$ cat src/rtl/rtcca_pkg.sv
// constants and helpers for the rtc calendar and alarm compare block
package rtcca_pkg;

   ////////////////////////////////////////////////////////////////////////////////
   // register byte offsets on the apb
   localparam logic [7:0] OFF_WEEKDAY_COUNT = 8'h00;
   localparam logic [7:0] OFF_DATE_COUNT = 8'h04;
   localparam logic [7:0] OFF_MONTH_COUNT = 8'h08;
   localparam logic [7:0] OFF_YEAR_COUNT = 8'h0C;
   localparam logic [7:0] OFF_SECOND_ALARM = 8'h10;
   localparam logic [7:0] OFF_MINUTE_ALARM = 8'h14;
   localparam logic [7:0] OFF_HOUR_ALARM = 8'h18;
   localparam logic [7:0] OFF_WEEKDAY_ALARM = 8'h1C;
   localparam logic [7:0] OFF_DATE_ALARM = 8'h20;
   localparam logic [7:0] OFF_MONTH_ALARM = 8'h24;

   ////////////////////////////////////////////////////////////////////////////////
   // field layout: writable bits of each register, compare enable position
   localparam logic [7:0] MASK_WEEKDAY = 8'h07;
   localparam logic [7:0] MASK_DATE = 8'h3F;
   localparam logic [7:0] MASK_MONTH = 8'h1F;
   localparam logic [7:0] MASK_YEAR = 8'hFF;
   localparam logic [7:0] MASK_SEC_ALARM = 8'hFF;
   localparam logic [7:0] MASK_MIN_ALARM = 8'hFF;
   localparam logic [7:0] MASK_HOUR_ALARM = 8'hBF;
   localparam logic [7:0] MASK_WK_ALARM = 8'h87;
   localparam logic [7:0] MASK_DATE_ALARM = 8'hBF;
   localparam logic [7:0] MASK_MON_ALARM = 8'h9F;
   localparam int COMPARE_ENABLE_BIT = 7;
   localparam logic COMPARE_ENABLE_RST = 1'b0;

   ////////////////////////////////////////////////////////////////////////////////
   // counting limits, bcd
   localparam logic [2:0] WEEKDAY_LAST = 3'h6;
   localparam logic [2:0] WEEKDAY_FIRST = 3'h0;
   localparam logic [7:0] DATE_FIRST = 8'h01;
   localparam logic [7:0] MONTH_FIRST = 8'h01;
   localparam logic [7:0] MONTH_LAST = 8'h12;
   localparam logic [7:0] MONTH_FEB = 8'h02;
   localparam logic [7:0] YEAR_FIRST = 8'h00;
   localparam logic [7:0] YEAR_LAST = 8'h99;
   localparam logic [7:0] DAYS_LONG = 8'h31;
   localparam logic [7:0] DAYS_SHORT = 8'h30;
   localparam logic [7:0] DAYS_FEB = 8'h28;
   localparam logic [7:0] DAYS_FEB_LEAP = 8'h29;

   ////////////////////////////////////////////////////////////////////////////////
   // two-digit bcd increment, no wrap handling
   function automatic logic [7:0] bcd_inc(input logic [7:0] v);
      if (v[3:0] == 4'h9)
      begin
         return {v[7:4] + 4'h1, 4'h0};
      end
      return {v[7:4], v[3:0] + 4'h1};
   endfunction : bcd_inc

   // divisible by four: even tens with 0/4/8, odd tens with 2/6
   function automatic logic is_leap(input logic [7:0] y);
      if (!y[4])
      begin
         return (y[3:0] == 4'h0) || (y[3:0] == 4'h4) || (y[3:0] == 4'h8);
      end
      return (y[3:0] == 4'h2) || (y[3:0] == 4'h6);
   endfunction : is_leap

   function automatic logic [7:0] last_day(input logic [7:0] m, input logic leap);
      case (m)
         MONTH_FEB: return leap ? DAYS_FEB_LEAP : DAYS_FEB;
         8'h04, 8'h06, 8'h09, 8'h11: return DAYS_SHORT;
         default: return DAYS_LONG;
      endcase
   endfunction : last_day

   // an alarm field takes part only when its enable is set
   function automatic logic field_hit(input logic en, input logic [7:0] a, input logic [7:0] c);
      return !en || (a == c);
   endfunction : field_hit

endpackage : rtcca_pkg

$ cat src/rtl/rtcca_top.sv
// rtc calendar counters, alarm registers and apb slave
`timescale 1ns/1ps
`default_nettype none
module rtcca_top
(
   // clock and reset
   input wire logic pclk,
   input wire logic presetn,
   // apb slave
   input wire logic psel,
   input wire logic penable,
   input wire logic pwrite,
   input wire logic [7:0] paddr,
   input wire logic [31:0] pwdata,
   output logic pready,
   output logic [31:0] prdata,
   output logic pslverr,
   // rest of the rtc, same clock
   input wire logic run_enable,
   input wire logic day_carry,
   input wire logic [7:0] seconds_count,
   input wire logic [7:0] minutes_count,
   input wire logic [7:0] hours_count,
   // results
   output logic calendar_carry,
   output logic alarm_match,
   output logic alarm_event
);
   localparam int EB = rtcca_pkg::COMPARE_ENABLE_BIT;

   ////////////////////////////////////////////////////////////////////////////////
   // apb: one wait cycle so read data comes from a flop
   logic pready_r, pready_nxt;
   logic pslverr_r, pslverr_nxt;
   logic [31:0] prdata_r, prdata_nxt;
   logic access, wr_done;
   logic hit;
   logic [7:0] rd_val;

   logic [2:0] wk_r, wk_nxt;
   logic [7:0] date_r, date_nxt, month_r, month_nxt, year_r, year_nxt;
   logic [7:0] sec_al_r, sec_al_nxt, min_al_r, min_al_nxt, hour_al_r, hour_al_nxt;
   logic [7:0] wk_al_r, wk_al_nxt, date_al_r, date_al_nxt, mon_al_r, mon_al_nxt;
   logic [5:0] en_r, en_nxt;

   assign access = psel && penable;
   assign wr_done = access && pready_r && pwrite;

   always_comb
   begin
      hit = 1'b1;
      rd_val = 8'h00;
      case (paddr)
         rtcca_pkg::OFF_WEEKDAY_COUNT: rd_val = {5'h00, wk_r};
         rtcca_pkg::OFF_DATE_COUNT: rd_val = date_r & rtcca_pkg::MASK_DATE;
         rtcca_pkg::OFF_MONTH_COUNT: rd_val = month_r & rtcca_pkg::MASK_MONTH;
         rtcca_pkg::OFF_YEAR_COUNT: rd_val = year_r;
         rtcca_pkg::OFF_SECOND_ALARM: rd_val = {en_r[0], sec_al_r[6:0]};
         rtcca_pkg::OFF_MINUTE_ALARM: rd_val = {en_r[1], min_al_r[6:0]};
         rtcca_pkg::OFF_HOUR_ALARM: rd_val = {en_r[2], 1'b0, hour_al_r[5:0]};
         rtcca_pkg::OFF_WEEKDAY_ALARM: rd_val = {en_r[3], 4'h0, wk_al_r[2:0]};
         rtcca_pkg::OFF_DATE_ALARM: rd_val = {en_r[4], 1'b0, date_al_r[5:0]};
         rtcca_pkg::OFF_MONTH_ALARM: rd_val = {en_r[5], 2'b00, mon_al_r[4:0]};
         default: hit = 1'b0;
      endcase
      pready_nxt = access && !pready_r;
      prdata_nxt = prdata_r;
      pslverr_nxt = 1'b0;
      if (access && !pready_r)
      begin
         prdata_nxt = pwrite ? prdata_r : {24'h000000, rd_val};
         pslverr_nxt = !hit;
      end
   end

   always_ff @(posedge pclk or negedge presetn)
   begin
      if (!presetn)
      begin
         pready_r <= 1'b0;
         pslverr_r <= 1'b0;
         prdata_r <= 32'h00000000;
      end
      else
      begin
         pready_r <= pready_nxt;
         pslverr_r <= pslverr_nxt;
         prdata_r <= prdata_nxt;
      end
   end

   assign pready = pready_r;
   assign pslverr = pslverr_r;
   assign prdata = prdata_r;

   ////////////////////////////////////////////////////////////////////////////////
   // calendar counters; a register write wins over a carry in the same cycle
   logic day_tick, month_tick, year_tick, leap, cal_wr;
   logic wr_wk, wr_date, wr_month, wr_year;

   assign wr_wk = wr_done && (paddr == rtcca_pkg::OFF_WEEKDAY_COUNT);
   assign wr_date = wr_done && (paddr == rtcca_pkg::OFF_DATE_COUNT);
   assign wr_month = wr_done && (paddr == rtcca_pkg::OFF_MONTH_COUNT);
   assign wr_year = wr_done && (paddr == rtcca_pkg::OFF_YEAR_COUNT);
   assign cal_wr = wr_wk || wr_date || wr_month || wr_year;
   // hours rollover 23 -> 00 arrives here as a one-cycle pulse
   assign day_tick = day_carry && run_enable;
   assign leap = rtcca_pkg::is_leap(year_r);
   assign month_tick = day_tick
      && (date_r == rtcca_pkg::last_day(month_r, leap));
   assign year_tick = month_tick && (month_r == rtcca_pkg::MONTH_LAST);

   always_comb
   begin
      wk_nxt = wk_r;
      date_nxt = date_r;
      month_nxt = month_r;
      year_nxt = year_r;
      if (wr_wk)
      begin
         wk_nxt = pwdata[2:0];
      end
      else if (day_tick)
      begin
         wk_nxt = (wk_r == rtcca_pkg::WEEKDAY_LAST) ? rtcca_pkg::WEEKDAY_FIRST
                : 3'(wk_r + 3'h1);
      end
      if (wr_date)
      begin
         date_nxt = pwdata[7:0] & rtcca_pkg::MASK_DATE;
      end
      else if (day_tick)
      begin
         date_nxt = month_tick ? rtcca_pkg::DATE_FIRST : rtcca_pkg::bcd_inc(date_r);
      end
      if (wr_month)
      begin
         month_nxt = pwdata[7:0] & rtcca_pkg::MASK_MONTH;
      end
      else if (month_tick)
      begin
         month_nxt = year_tick ? rtcca_pkg::MONTH_FIRST : rtcca_pkg::bcd_inc(month_r);
      end
      if (wr_year)
      begin
         year_nxt = pwdata[7:0];
      end
      else if (year_tick)
      begin
         year_nxt = (year_r == rtcca_pkg::YEAR_LAST) ? rtcca_pkg::YEAR_FIRST
                  : rtcca_pkg::bcd_inc(year_r);
      end
   end

   // no reset on purpose: the calendar must survive every reset
   always_ff @(posedge pclk)
   begin
      wk_r <= wk_nxt;
      date_r <= date_nxt;
      month_r <= month_nxt;
      year_r <= year_nxt;
   end

   ////////////////////////////////////////////////////////////////////////////////
   // alarm registers: enables reset, values retained
   logic [5:0] wr_al;

   assign wr_al[0] = wr_done && (paddr == rtcca_pkg::OFF_SECOND_ALARM);
   assign wr_al[1] = wr_done && (paddr == rtcca_pkg::OFF_MINUTE_ALARM);
   assign wr_al[2] = wr_done && (paddr == rtcca_pkg::OFF_HOUR_ALARM);
   assign wr_al[3] = wr_done && (paddr == rtcca_pkg::OFF_WEEKDAY_ALARM);
   assign wr_al[4] = wr_done && (paddr == rtcca_pkg::OFF_DATE_ALARM);
   assign wr_al[5] = wr_done && (paddr == rtcca_pkg::OFF_MONTH_ALARM);

   always_comb
   begin
      en_nxt = en_r;
      for (int i = 0; i < 6; i++)
      begin
         if (wr_al[i])
         begin
            en_nxt[i] = pwdata[EB];
         end
      end
      sec_al_nxt = wr_al[0] ? (pwdata[7:0] & rtcca_pkg::MASK_SEC_ALARM) : sec_al_r;
      min_al_nxt = wr_al[1] ? (pwdata[7:0] & rtcca_pkg::MASK_MIN_ALARM) : min_al_r;
      hour_al_nxt = wr_al[2] ? (pwdata[7:0] & rtcca_pkg::MASK_HOUR_ALARM) : hour_al_r;
      wk_al_nxt = wr_al[3] ? (pwdata[7:0] & rtcca_pkg::MASK_WK_ALARM) : wk_al_r;
      date_al_nxt = wr_al[4] ? (pwdata[7:0] & rtcca_pkg::MASK_DATE_ALARM) : date_al_r;
      mon_al_nxt = wr_al[5] ? (pwdata[7:0] & rtcca_pkg::MASK_MON_ALARM) : mon_al_r;
   end

   always_ff @(posedge pclk or negedge presetn)
   begin
      if (!presetn)
      begin
         en_r <= {6{rtcca_pkg::COMPARE_ENABLE_RST}};
      end
      else
      begin
         en_r <= en_nxt;
      end
   end

   always_ff @(posedge pclk)
   begin
      sec_al_r <= sec_al_nxt;
      min_al_r <= min_al_nxt;
      hour_al_r <= hour_al_nxt;
      wk_al_r <= wk_al_nxt;
      date_al_r <= date_al_nxt;
      mon_al_r <= mon_al_nxt;
   end

   ////////////////////////////////////////////////////////////////////////////////
   // combined match, registered; event on the first matching cycle
   logic match_c, any_en;
   logic hit_r, hit_nxt, evt_r, evt_nxt, carry_r, carry_nxt;

   rtcca_alarm_match u_match
   (
      .second_alarm({en_r[0], sec_al_r[6:0]}),
      .minute_alarm({en_r[1], min_al_r[6:0]}),
      .hour_alarm({en_r[2], hour_al_r[6:0]}),
      .weekday_alarm({en_r[3], wk_al_r[6:0]}),
      .date_alarm({en_r[4], date_al_r[6:0]}),
      .month_alarm({en_r[5], mon_al_r[6:0]}),
      .seconds_count(seconds_count),
      .minutes_count(minutes_count),
      .hours_count(hours_count),
      .weekday_count({5'h00, wk_r}),
      .date_count(date_r),
      .month_count(month_r),
      .any_enabled(any_en),
      .match(match_c)
   );

   always_comb
   begin
      hit_nxt = match_c;
      evt_nxt = match_c && !hit_r;
      // lets the control logic raise its carry flag for software retries
      carry_nxt = day_tick;
   end

   always_ff @(posedge pclk or negedge presetn)
   begin
      if (!presetn)
      begin
         hit_r <= 1'b0;
         evt_r <= 1'b0;
         carry_r <= 1'b0;
      end
      else
      begin
         hit_r <= hit_nxt;
         evt_r <= evt_nxt;
         carry_r <= carry_nxt;
      end
   end

   assign alarm_match = hit_r;
   assign alarm_event = evt_r;
   assign calendar_carry = carry_r;

   ////////////////////////////////////////////////////////////////////////////////
   // checks
   chk_weekday_wrap: assert property (@(posedge pclk) disable iff (!presetn)
      (day_tick && !cal_wr && wk_r == 3'h6) |=> (wk_r == 3'h0))
      else $error("weekday did not wrap from 6 to 0");

   chk_date_year_end: assert property (@(posedge pclk) disable iff (!presetn)
      (day_tick && !cal_wr && date_r == 8'h31 && month_r == 8'h12)
      |=> (date_r == 8'h01 && month_r == 8'h01))
      else $error("year end did not reset date and month");

   chk_leap_feb: assert property (@(posedge pclk) disable iff (!presetn)
      (day_tick && !cal_wr && date_r == 8'h28 && month_r == 8'h02 && year_r == 8'h24)
      |=> (date_r == 8'h29 && month_r == 8'h02))
      else $error("leap february ended at 28");

   chk_month_step: assert property (@(posedge pclk) disable iff (!presetn)
      (day_tick && !cal_wr && date_r == 8'h30 && month_r == 8'h09)
      |=> (date_r == 8'h01 && month_r == 8'h10))
      else $error("september did not roll into october");

   chk_year_wrap: assert property (@(posedge pclk) disable iff (!presetn)
      (year_tick && !cal_wr && year_r == 8'h99) |=> (year_r == 8'h00))
      else $error("year did not wrap from 99 to 00");

   chk_alarm_disabled: assert property (@(posedge pclk) disable iff (!presetn)
      !any_en |=> !alarm_match)
      else $error("alarm matched with no field enabled");

   chk_second_alarm: assert property (@(posedge pclk) disable iff (!presetn)
      (en_r[0] && {1'b0, sec_al_r[6:0]} != seconds_count) |=> !alarm_match)
      else $error("alarm matched on unequal seconds");

   chk_minute_alarm: assert property (@(posedge pclk) disable iff (!presetn)
      (en_r[1] && {1'b0, min_al_r[6:0]} != minutes_count) |=> !alarm_match)
      else $error("alarm matched on unequal minutes");

   chk_event_pulse: assert property (@(posedge pclk) disable iff (!presetn)
      alarm_event |-> (alarm_match && !$past(alarm_match)) ##1 !alarm_event)
      else $error("alarm event not a single first-match pulse");

endmodule : rtcca_top
`default_nettype wire

$ cat src/rtl/rtcca_alarm_match.sv
// combined compare of all six alarm registers against the counters
`timescale 1ns/1ps
`default_nettype none
module rtcca_alarm_match
(
   // alarm registers, enable in bit 7
   input wire logic [7:0] second_alarm,
   input wire logic [7:0] minute_alarm,
   input wire logic [7:0] hour_alarm,
   input wire logic [7:0] weekday_alarm,
   input wire logic [7:0] date_alarm,
   input wire logic [7:0] month_alarm,
   // counter values
   input wire logic [7:0] seconds_count,
   input wire logic [7:0] minutes_count,
   input wire logic [7:0] hours_count,
   input wire logic [7:0] weekday_count,
   input wire logic [7:0] date_count,
   input wire logic [7:0] month_count,
   // result
   output logic any_enabled,
   output logic match
);
   localparam int EB = rtcca_pkg::COMPARE_ENABLE_BIT;

   ////////////////////////////////////////////////////////////////////////////////
   // enable bit is masked off before the value compare
   always_comb
   begin
      any_enabled = second_alarm[EB] | minute_alarm[EB] | hour_alarm[EB]
                  | weekday_alarm[EB] | date_alarm[EB] | month_alarm[EB];
      match = any_enabled
         && rtcca_pkg::field_hit(second_alarm[EB], {1'b0, second_alarm[6:0]}, seconds_count)
         && rtcca_pkg::field_hit(minute_alarm[EB], {1'b0, minute_alarm[6:0]}, minutes_count)
         && rtcca_pkg::field_hit(hour_alarm[EB], {2'b00, hour_alarm[5:0]}, hours_count)
         && rtcca_pkg::field_hit(weekday_alarm[EB], {5'h00, weekday_alarm[2:0]}, weekday_count)
         && rtcca_pkg::field_hit(date_alarm[EB], {2'b00, date_alarm[5:0]}, date_count)
         && rtcca_pkg::field_hit(month_alarm[EB], {3'h0, month_alarm[4:0]}, month_count);
   end
endmodule : rtcca_alarm_match
`default_nettype wire

$ cat config.mk
export PLATFORM = sky130hd
export DESIGN_NAME = rtcca_top
export DESIGN_NICKNAME = d
export VERILOG_FILES = /design/src/rtl/rtcca_pkg.sv /design/src/rtl/rtcca_top.sv /design/src/rtl/rtcca_alarm_match.sv
export SDC_FILE = /design/constraint.sdc
export NUM_CORES = 1
export LEC_CHECK = 0
export BUFFER_PORTS_ARGS = -buffer_cell sky130_fd_sc_hd__buf_4
export CORE_MARGIN = 3
export CORE_UTILIZATION = 35
export DETAILED_ROUTE_END_ITERATION = 8
export PLACE_DENSITY = 0.61
export SLEW_MARGIN = 20
export SYNTH_ARGS = -nofsm -noshare
export SYNTH_HDL_FRONTEND = slang
export SYNTH_SLANG_ARGS = --single-unit
$ cat constraint.sdc
create_clock -name pclk -period 6.17 [get_ports pclk]
set_input_delay 1.234 -clock pclk [delete_from_list [all_inputs] [get_ports pclk]]
set_output_delay 1.234 -clock pclk [all_outputs]
set_load 0.005 [all_outputs]
; ---- Yosys cells after proc, flatten, opt, wreduce, memory -nomap -nowiden
; Index checks and enable logic that the tools add are counted.
[word_totals]
regBits = 80
inputBits = 71
out_inout_bits = 37
word_cells = 165
[op_classes]
add_sub_neg = 7
eq_ne = 31
muxes = 33
n_bitwise = 6
n_reduce_logical = 61
[op_table]
columns = cell, count
row1 = $mux 8, 11
row2 = $pmux 8 s10, 1
row3 = $eq 8x5->1 const B, 6
row4 = $add 4x1->4 const B, 6
row5 = $eq 8x3->1 const B, 3
row6 = $eq 8x4->1 const B, 3
row7 = $logic_and 1x1->1, 24
row8 = $eq 4x4->1 const B, 4
row9 = $eq 6x8->1, 2
row10 = $eq 7x8->1, 2
row11 = $eq 8x6->1 const B, 2
row12 = $mux 1, 13
row13 = $mux 6, 2
row14 = $reduce_and 2->1, 6
row15 = $reduce_bool 2->1, 6
row16 = $mux 5, 2
row17 = $pmux 5 s2, 1
row18 = $reduce_or 10->1, 1
row19 = $logic_not 1->1, 9
row20 = $logic_or 1x1->1, 9
row21 = $mux 3, 3
row22 = $reduce_bool 3->1, 3
row23 = $eq 4x3->1 const B, 2
row24 = $eq 5x8->1, 1
row25 = other kinds (12), 16

; ---- Logic depth before layout (Yosys ltp)
[depth]
depth_word = 15
ltp_mapped = 8
ltp_nobuf = 8

; ---- Modules after synthesis
; Synthesis repeated with hierarchy kept, for this count alone.
[unflattened]
cells_unflattened = 450
area_unflattened_um2 = 4618.2
[by_module_without_submodules]
columns = module, n_inst, cells_each, area_each_um2, seq_area_each_um2
row1 = rtcca_top, 1, 392, 4179.0, 2257.2
row2 = rtcca_alarm_match, 1, 58, 439.2, 0.0

; ---- Worst setup path before layout
; Ideal clock, no wire load.
[synth_timing]
kind = input -> register
start = in paddr[7]
end = reg year_r[0], enable pin
setup_ns = 0.361
t_arrival_ns = 2.886
required_ns = 5.809
setup_slack_ns = 2.923
cell_stages = 7
path_buffers = 3
path_cell_list = or4_1 > buf_2 > or2_1 > buf_6 > or3_4 > buf_6 > o21ai_0
[synth_via]
elab_chain_len = 3
[synth_rtl]
columns = element, line
row1 = "start, declared", rtcca_top.sv:13  ; input wire logic [7:0] paddr,
row2 = $eq 8x4->1, rtcca_top.sv:104  ; assign wr_year = wr_done && (paddr == rtcca_pkg::OFF_YEAR_COUNT);
row3 = $logic_and 1x1->1, rtcca_top.sv:104
row4 = $reduce_bool 2->1 (no line), --
row5 = "end signal, assigned", rtcca_top.sv:161  ; year_r <= year_nxt;
row6 = "end, declared", rtcca_top.sv:41  ; logic [7:0] date_r, date_nxt, month_r, month_nxt, year_r, year_nxt;
; Every way passes these cells.
; A chain may end at the register's enable or synchronous reset.

; ---- Worst setup path in the final report
[layout_timing]
start = in paddr[7]
end = reg en_r[0]
[layout_via]
elab_chain_len = 2
[layout_rtl]
columns = element, line
row1 = $eq 8x5->1, rtcca_top.sv:168  ; assign wr_al[0] = wr_done && (paddr == rtcca_pkg::OFF_SECOND_ALARM);
row2 = $logic_and 1x1->1, rtcca_top.sv:168
row3 = named net wr_al[0], rtcca_top.sv:166  ; logic [5:0] wr_al;
row4 = "end signal, assigned", rtcca_top.sv:197  ; en_r <= {6{rtcca_pkg::COMPARE_ENABLE_RST}};
row5 = "end signal, assigned", rtcca_top.sv:201  ; en_r <= en_nxt;
row6 = "end, declared", rtcca_top.sv:44  ; logic [5:0] en_r, en_nxt;
; The timed path passes the listed nets, and every way through them passes these cells.

==> run_results.csv <==
group,metric,value,unit
cts,cts_setup_buffers,0,
cts,hold_buffers,0,
route,drtAntennaViolNets,0,
final_layout,final_nets,578,
setup_path,critical_path.top_delay_family,"simple AND/OR/NAND/NOR gates",
logic_synthesis,yosysTopAreaCell,"edfxtp_1",
grt,track_usage,17.16,%
floorplan,io_pins,108,
sta,finalCriticalPeriod,3.535,ns
cts,cts_tree,"yes",
setup_path,slowest_delay,0.70,ns
sta,slew_headroom,43.15,%
hold_path,hp-class,"flip-flop to flip-flop",
floorplan,die_w,123.2,um
place,dpl_cell_area,5280,sq um
route,wl_per_cell,18.38,um
floorplan,dieHeight,123.2,um
final_layout,antenna_cells,0,
place,port_buffers,59,
cts,htreeDepth,3,
cts,clk_transition_reported_paths,0.06,ns
route,drc,0,
grt,grt_pass1_vias,3472,
pwr,p_leak,2.181,nW
final_layout,utilization,41.79,%
logic_synthesis,synthArstFlopShare,23.75,%
setup_path,crit_buf_inv,1,
sta,hold_viol,0,
route,drtPass1Iterations,4,
logic_synthesis,synth_most_common_cell,"edfxtp_1",
sta,max_freq,282.9,MHz
logic_synthesis,ys_top_cells_by_area,"edfxtp_1 35%, dfrtp_1 9.9%, xnor2_1 5.1%",
logic_synthesis,synth_area,4807,sq um
route,wl,12500,um
logic_synthesis,synth_commonest_cells,"56 x edfxtp_1, 47 x nand2_1, 33 x nor2_1",
pwr,power_density,215.8,nW/um^2
logic_synthesis,synth_top_area_share,34.98,%
final_layout,syn2layout_area_growth,16.03,%
setup_path,arrival,3.77,ns
setup_path,start_kind,"input pin",
floorplan,num_rows,42,
sta,setup_slack,2.635,ns
floorplan,start_util,36.01,%
route,drtIter0Drc,234,
setup_path,cp_slowest_cell,"nor2_1",
setup_path,end_kind,"flip-flop",
sta,setup_tns,0,ns
sta,setup_viol,0,
logic_synthesis,yosysWarnings,0,
final_layout,design_area,5578,sq um
sta,rsz0062_at_grt,"no",
logic_synthesis,synth_edf_count,56,
logic_synthesis,synth_area_per_cell,10.80,sq um
place,dp_worst_setup_slack,2.317,ns
setup_path,cp_max_fo,8,
logic_synthesis,netlist_instances,445,
cts,numCtsBuffers,9,
grt,grt_overflow,0,
final_layout,drive_gt1_share,21.83,%
grt,antenna_found_initial,0,
outcome,outcome,"finished clean",
cts,clock_latency,0.34,ns
floorplan,coreArea,13350,sq um
cts,clockRootBuffer,"clkbuf_16",
sta,slew_violations,0,
sta,hold_ws,0.4242,ns
setup_path,critPathRequiredTime,6.40,ns
floorplan,die-area,15180,sq um
place,gp_congestion,0.8734,
cts,clock_path_buffers,2,
setup_path,critical_path_class,"input pin to flip-flop",
grt,grt_pass1_wl,19410,um
logic_synthesis,yosysUniqueCellTypes,69,
sta,finalCritPeriodShare,57.30,%
cts,ctsResizeCount,0,
sta,final.setup_skew,0.005898,ns
route,routed_via_density,5.321,
place,dp_hpwl,9361,um
grt,grt_max_degree,31,
route,vias,3618,
sta,worst_pin_slew,0.8496,ns
run,maxCapViolCount,0,
cts,cts.sinks,80,
logic_synthesis,yosysSeqAreaShare,46.95,%
logic_synthesis,ys_seq_elements,80,
logic_synthesis,synth_top_flop_cell,"edfxtp_1",
pwr,vdd_drop_max,182.8,uV
setup_path,crit_chain,"buf_4, or4_1, nor3_2, nand2_1, nor2_1, mux2_2",
[routing by layer]
layer / track usage [%] / routed length, um
met3: 4.712 / 955
met5: 0 / 0
met2: 26.78 / 5830
met1: 23.51 / 5576
met4: 4.844 / 137
[layout make-up]
type / count / area (sq um)
multi-input combinational: 332 / 2296
tap: 176 / 220.2
timing repair buffer: 59 / 442.9
fill: 1304 / 7770
inverter: 17 / 63.81
clock buffer: 9 / 225.2
clock inverter: 7 / 72.57
sequential: 80 / 2257
[sequential cells by signal (all words and copies together) (netlist names), 6 cells and up]
name / count
date_r: 8
year_r: 8
date_al_r: 6
en_r: 6
month_r: 8
min_al_r: 7
prdata: 8
hour_al_r: 6
sec_al_r: 7
[metrics by stage]
| step | power (W) | std cells |
|---|---|---|
| after floorplan | 0.0006493 | 468 |
| after global placement | 0.0006851 | 664 |
| after detailed placement | 0.0006868 | 664 |
| after CTS | 0.001219 | 680 |
| after global routing | 0.001249 | 680 |
| final | 0.001204 | 680 |
[cell usage in the layout (no fill, tap or decap), types with 5 or more instances in the layout]
cell        n
a22o_1      5
xnor2_1    28
buf_4      59
dfxtp_1     5
nor2_1     33
nand3_1    13
edfxtp_1   56
clkbuf_16   9
mux2i_1     6
a221oi_1    5
conb_1     24
nand4_1    10
o21ai_1     7
nor2b_1     5
mux2_2     10
nand2_1    47
a22oi_1     7
o21ai_0    14
a21oi_1    19
xor2_1     16
inv_1      17
ha_1        8
o31ai_1     6
dfrtp_1    19
[cells by family (layout without fill, tap and decap cells)]
logic type               count (synthesis)  count (layout)  share of synthesized area [%]
flip-flops                              80              80                          46.95
AND/OR/NAND/NOR                        145             145                          16.58
adder cells (fa/ha/maj)                  8               8                          2.082
other                                    1              24                        0.07801
AO/OA/AOI/OAI                           88              88                          12.96
buffers and inverters                   56              92                          7.080
XOR/XNOR                                44              44                          8.017
multiplexers                            23              23                          6.247
[power breakdown]
group	total [W]	internal (W)	switching [W]	leakage, nW
logic	0.0000890	0.0000413	0.0000477	1.23
clock network	0.000528	0.000313	0.000215	0.141
registers	0.000587	0.000580	0.00000705	0.805
[worst reg2reg max path, cell delays in order (launching register included)]
cell and delay [ns]:
edfxtp_1 0.55, inv_1 0.11, ha_1 0.22, or3b_1 0.41, o22ai_2 0.19, o311ai_2 0.17, xnor2_1 0.21, nand2_1 0.18
o31ai_1 0.66
[worst paths after layout]
kind	start	endpoint	slack (ns)	cells after the start
setup / recovery	paddr[7]	en_r[0]	2.63	6
hold / removal	alarm_match	alarm_event	0.42	1
setup reg to reg	month_r[4]	year_r[5]	3.11	8
hold reg to reg	alarm_match	alarm_event	0.42	1
max in group asynchronous	presetn	alarm_event	5.18	1
min in group asynchronous	presetn	prdata[5]	0.77	1
Note: power is estimated with default switching activity, not from simulation.
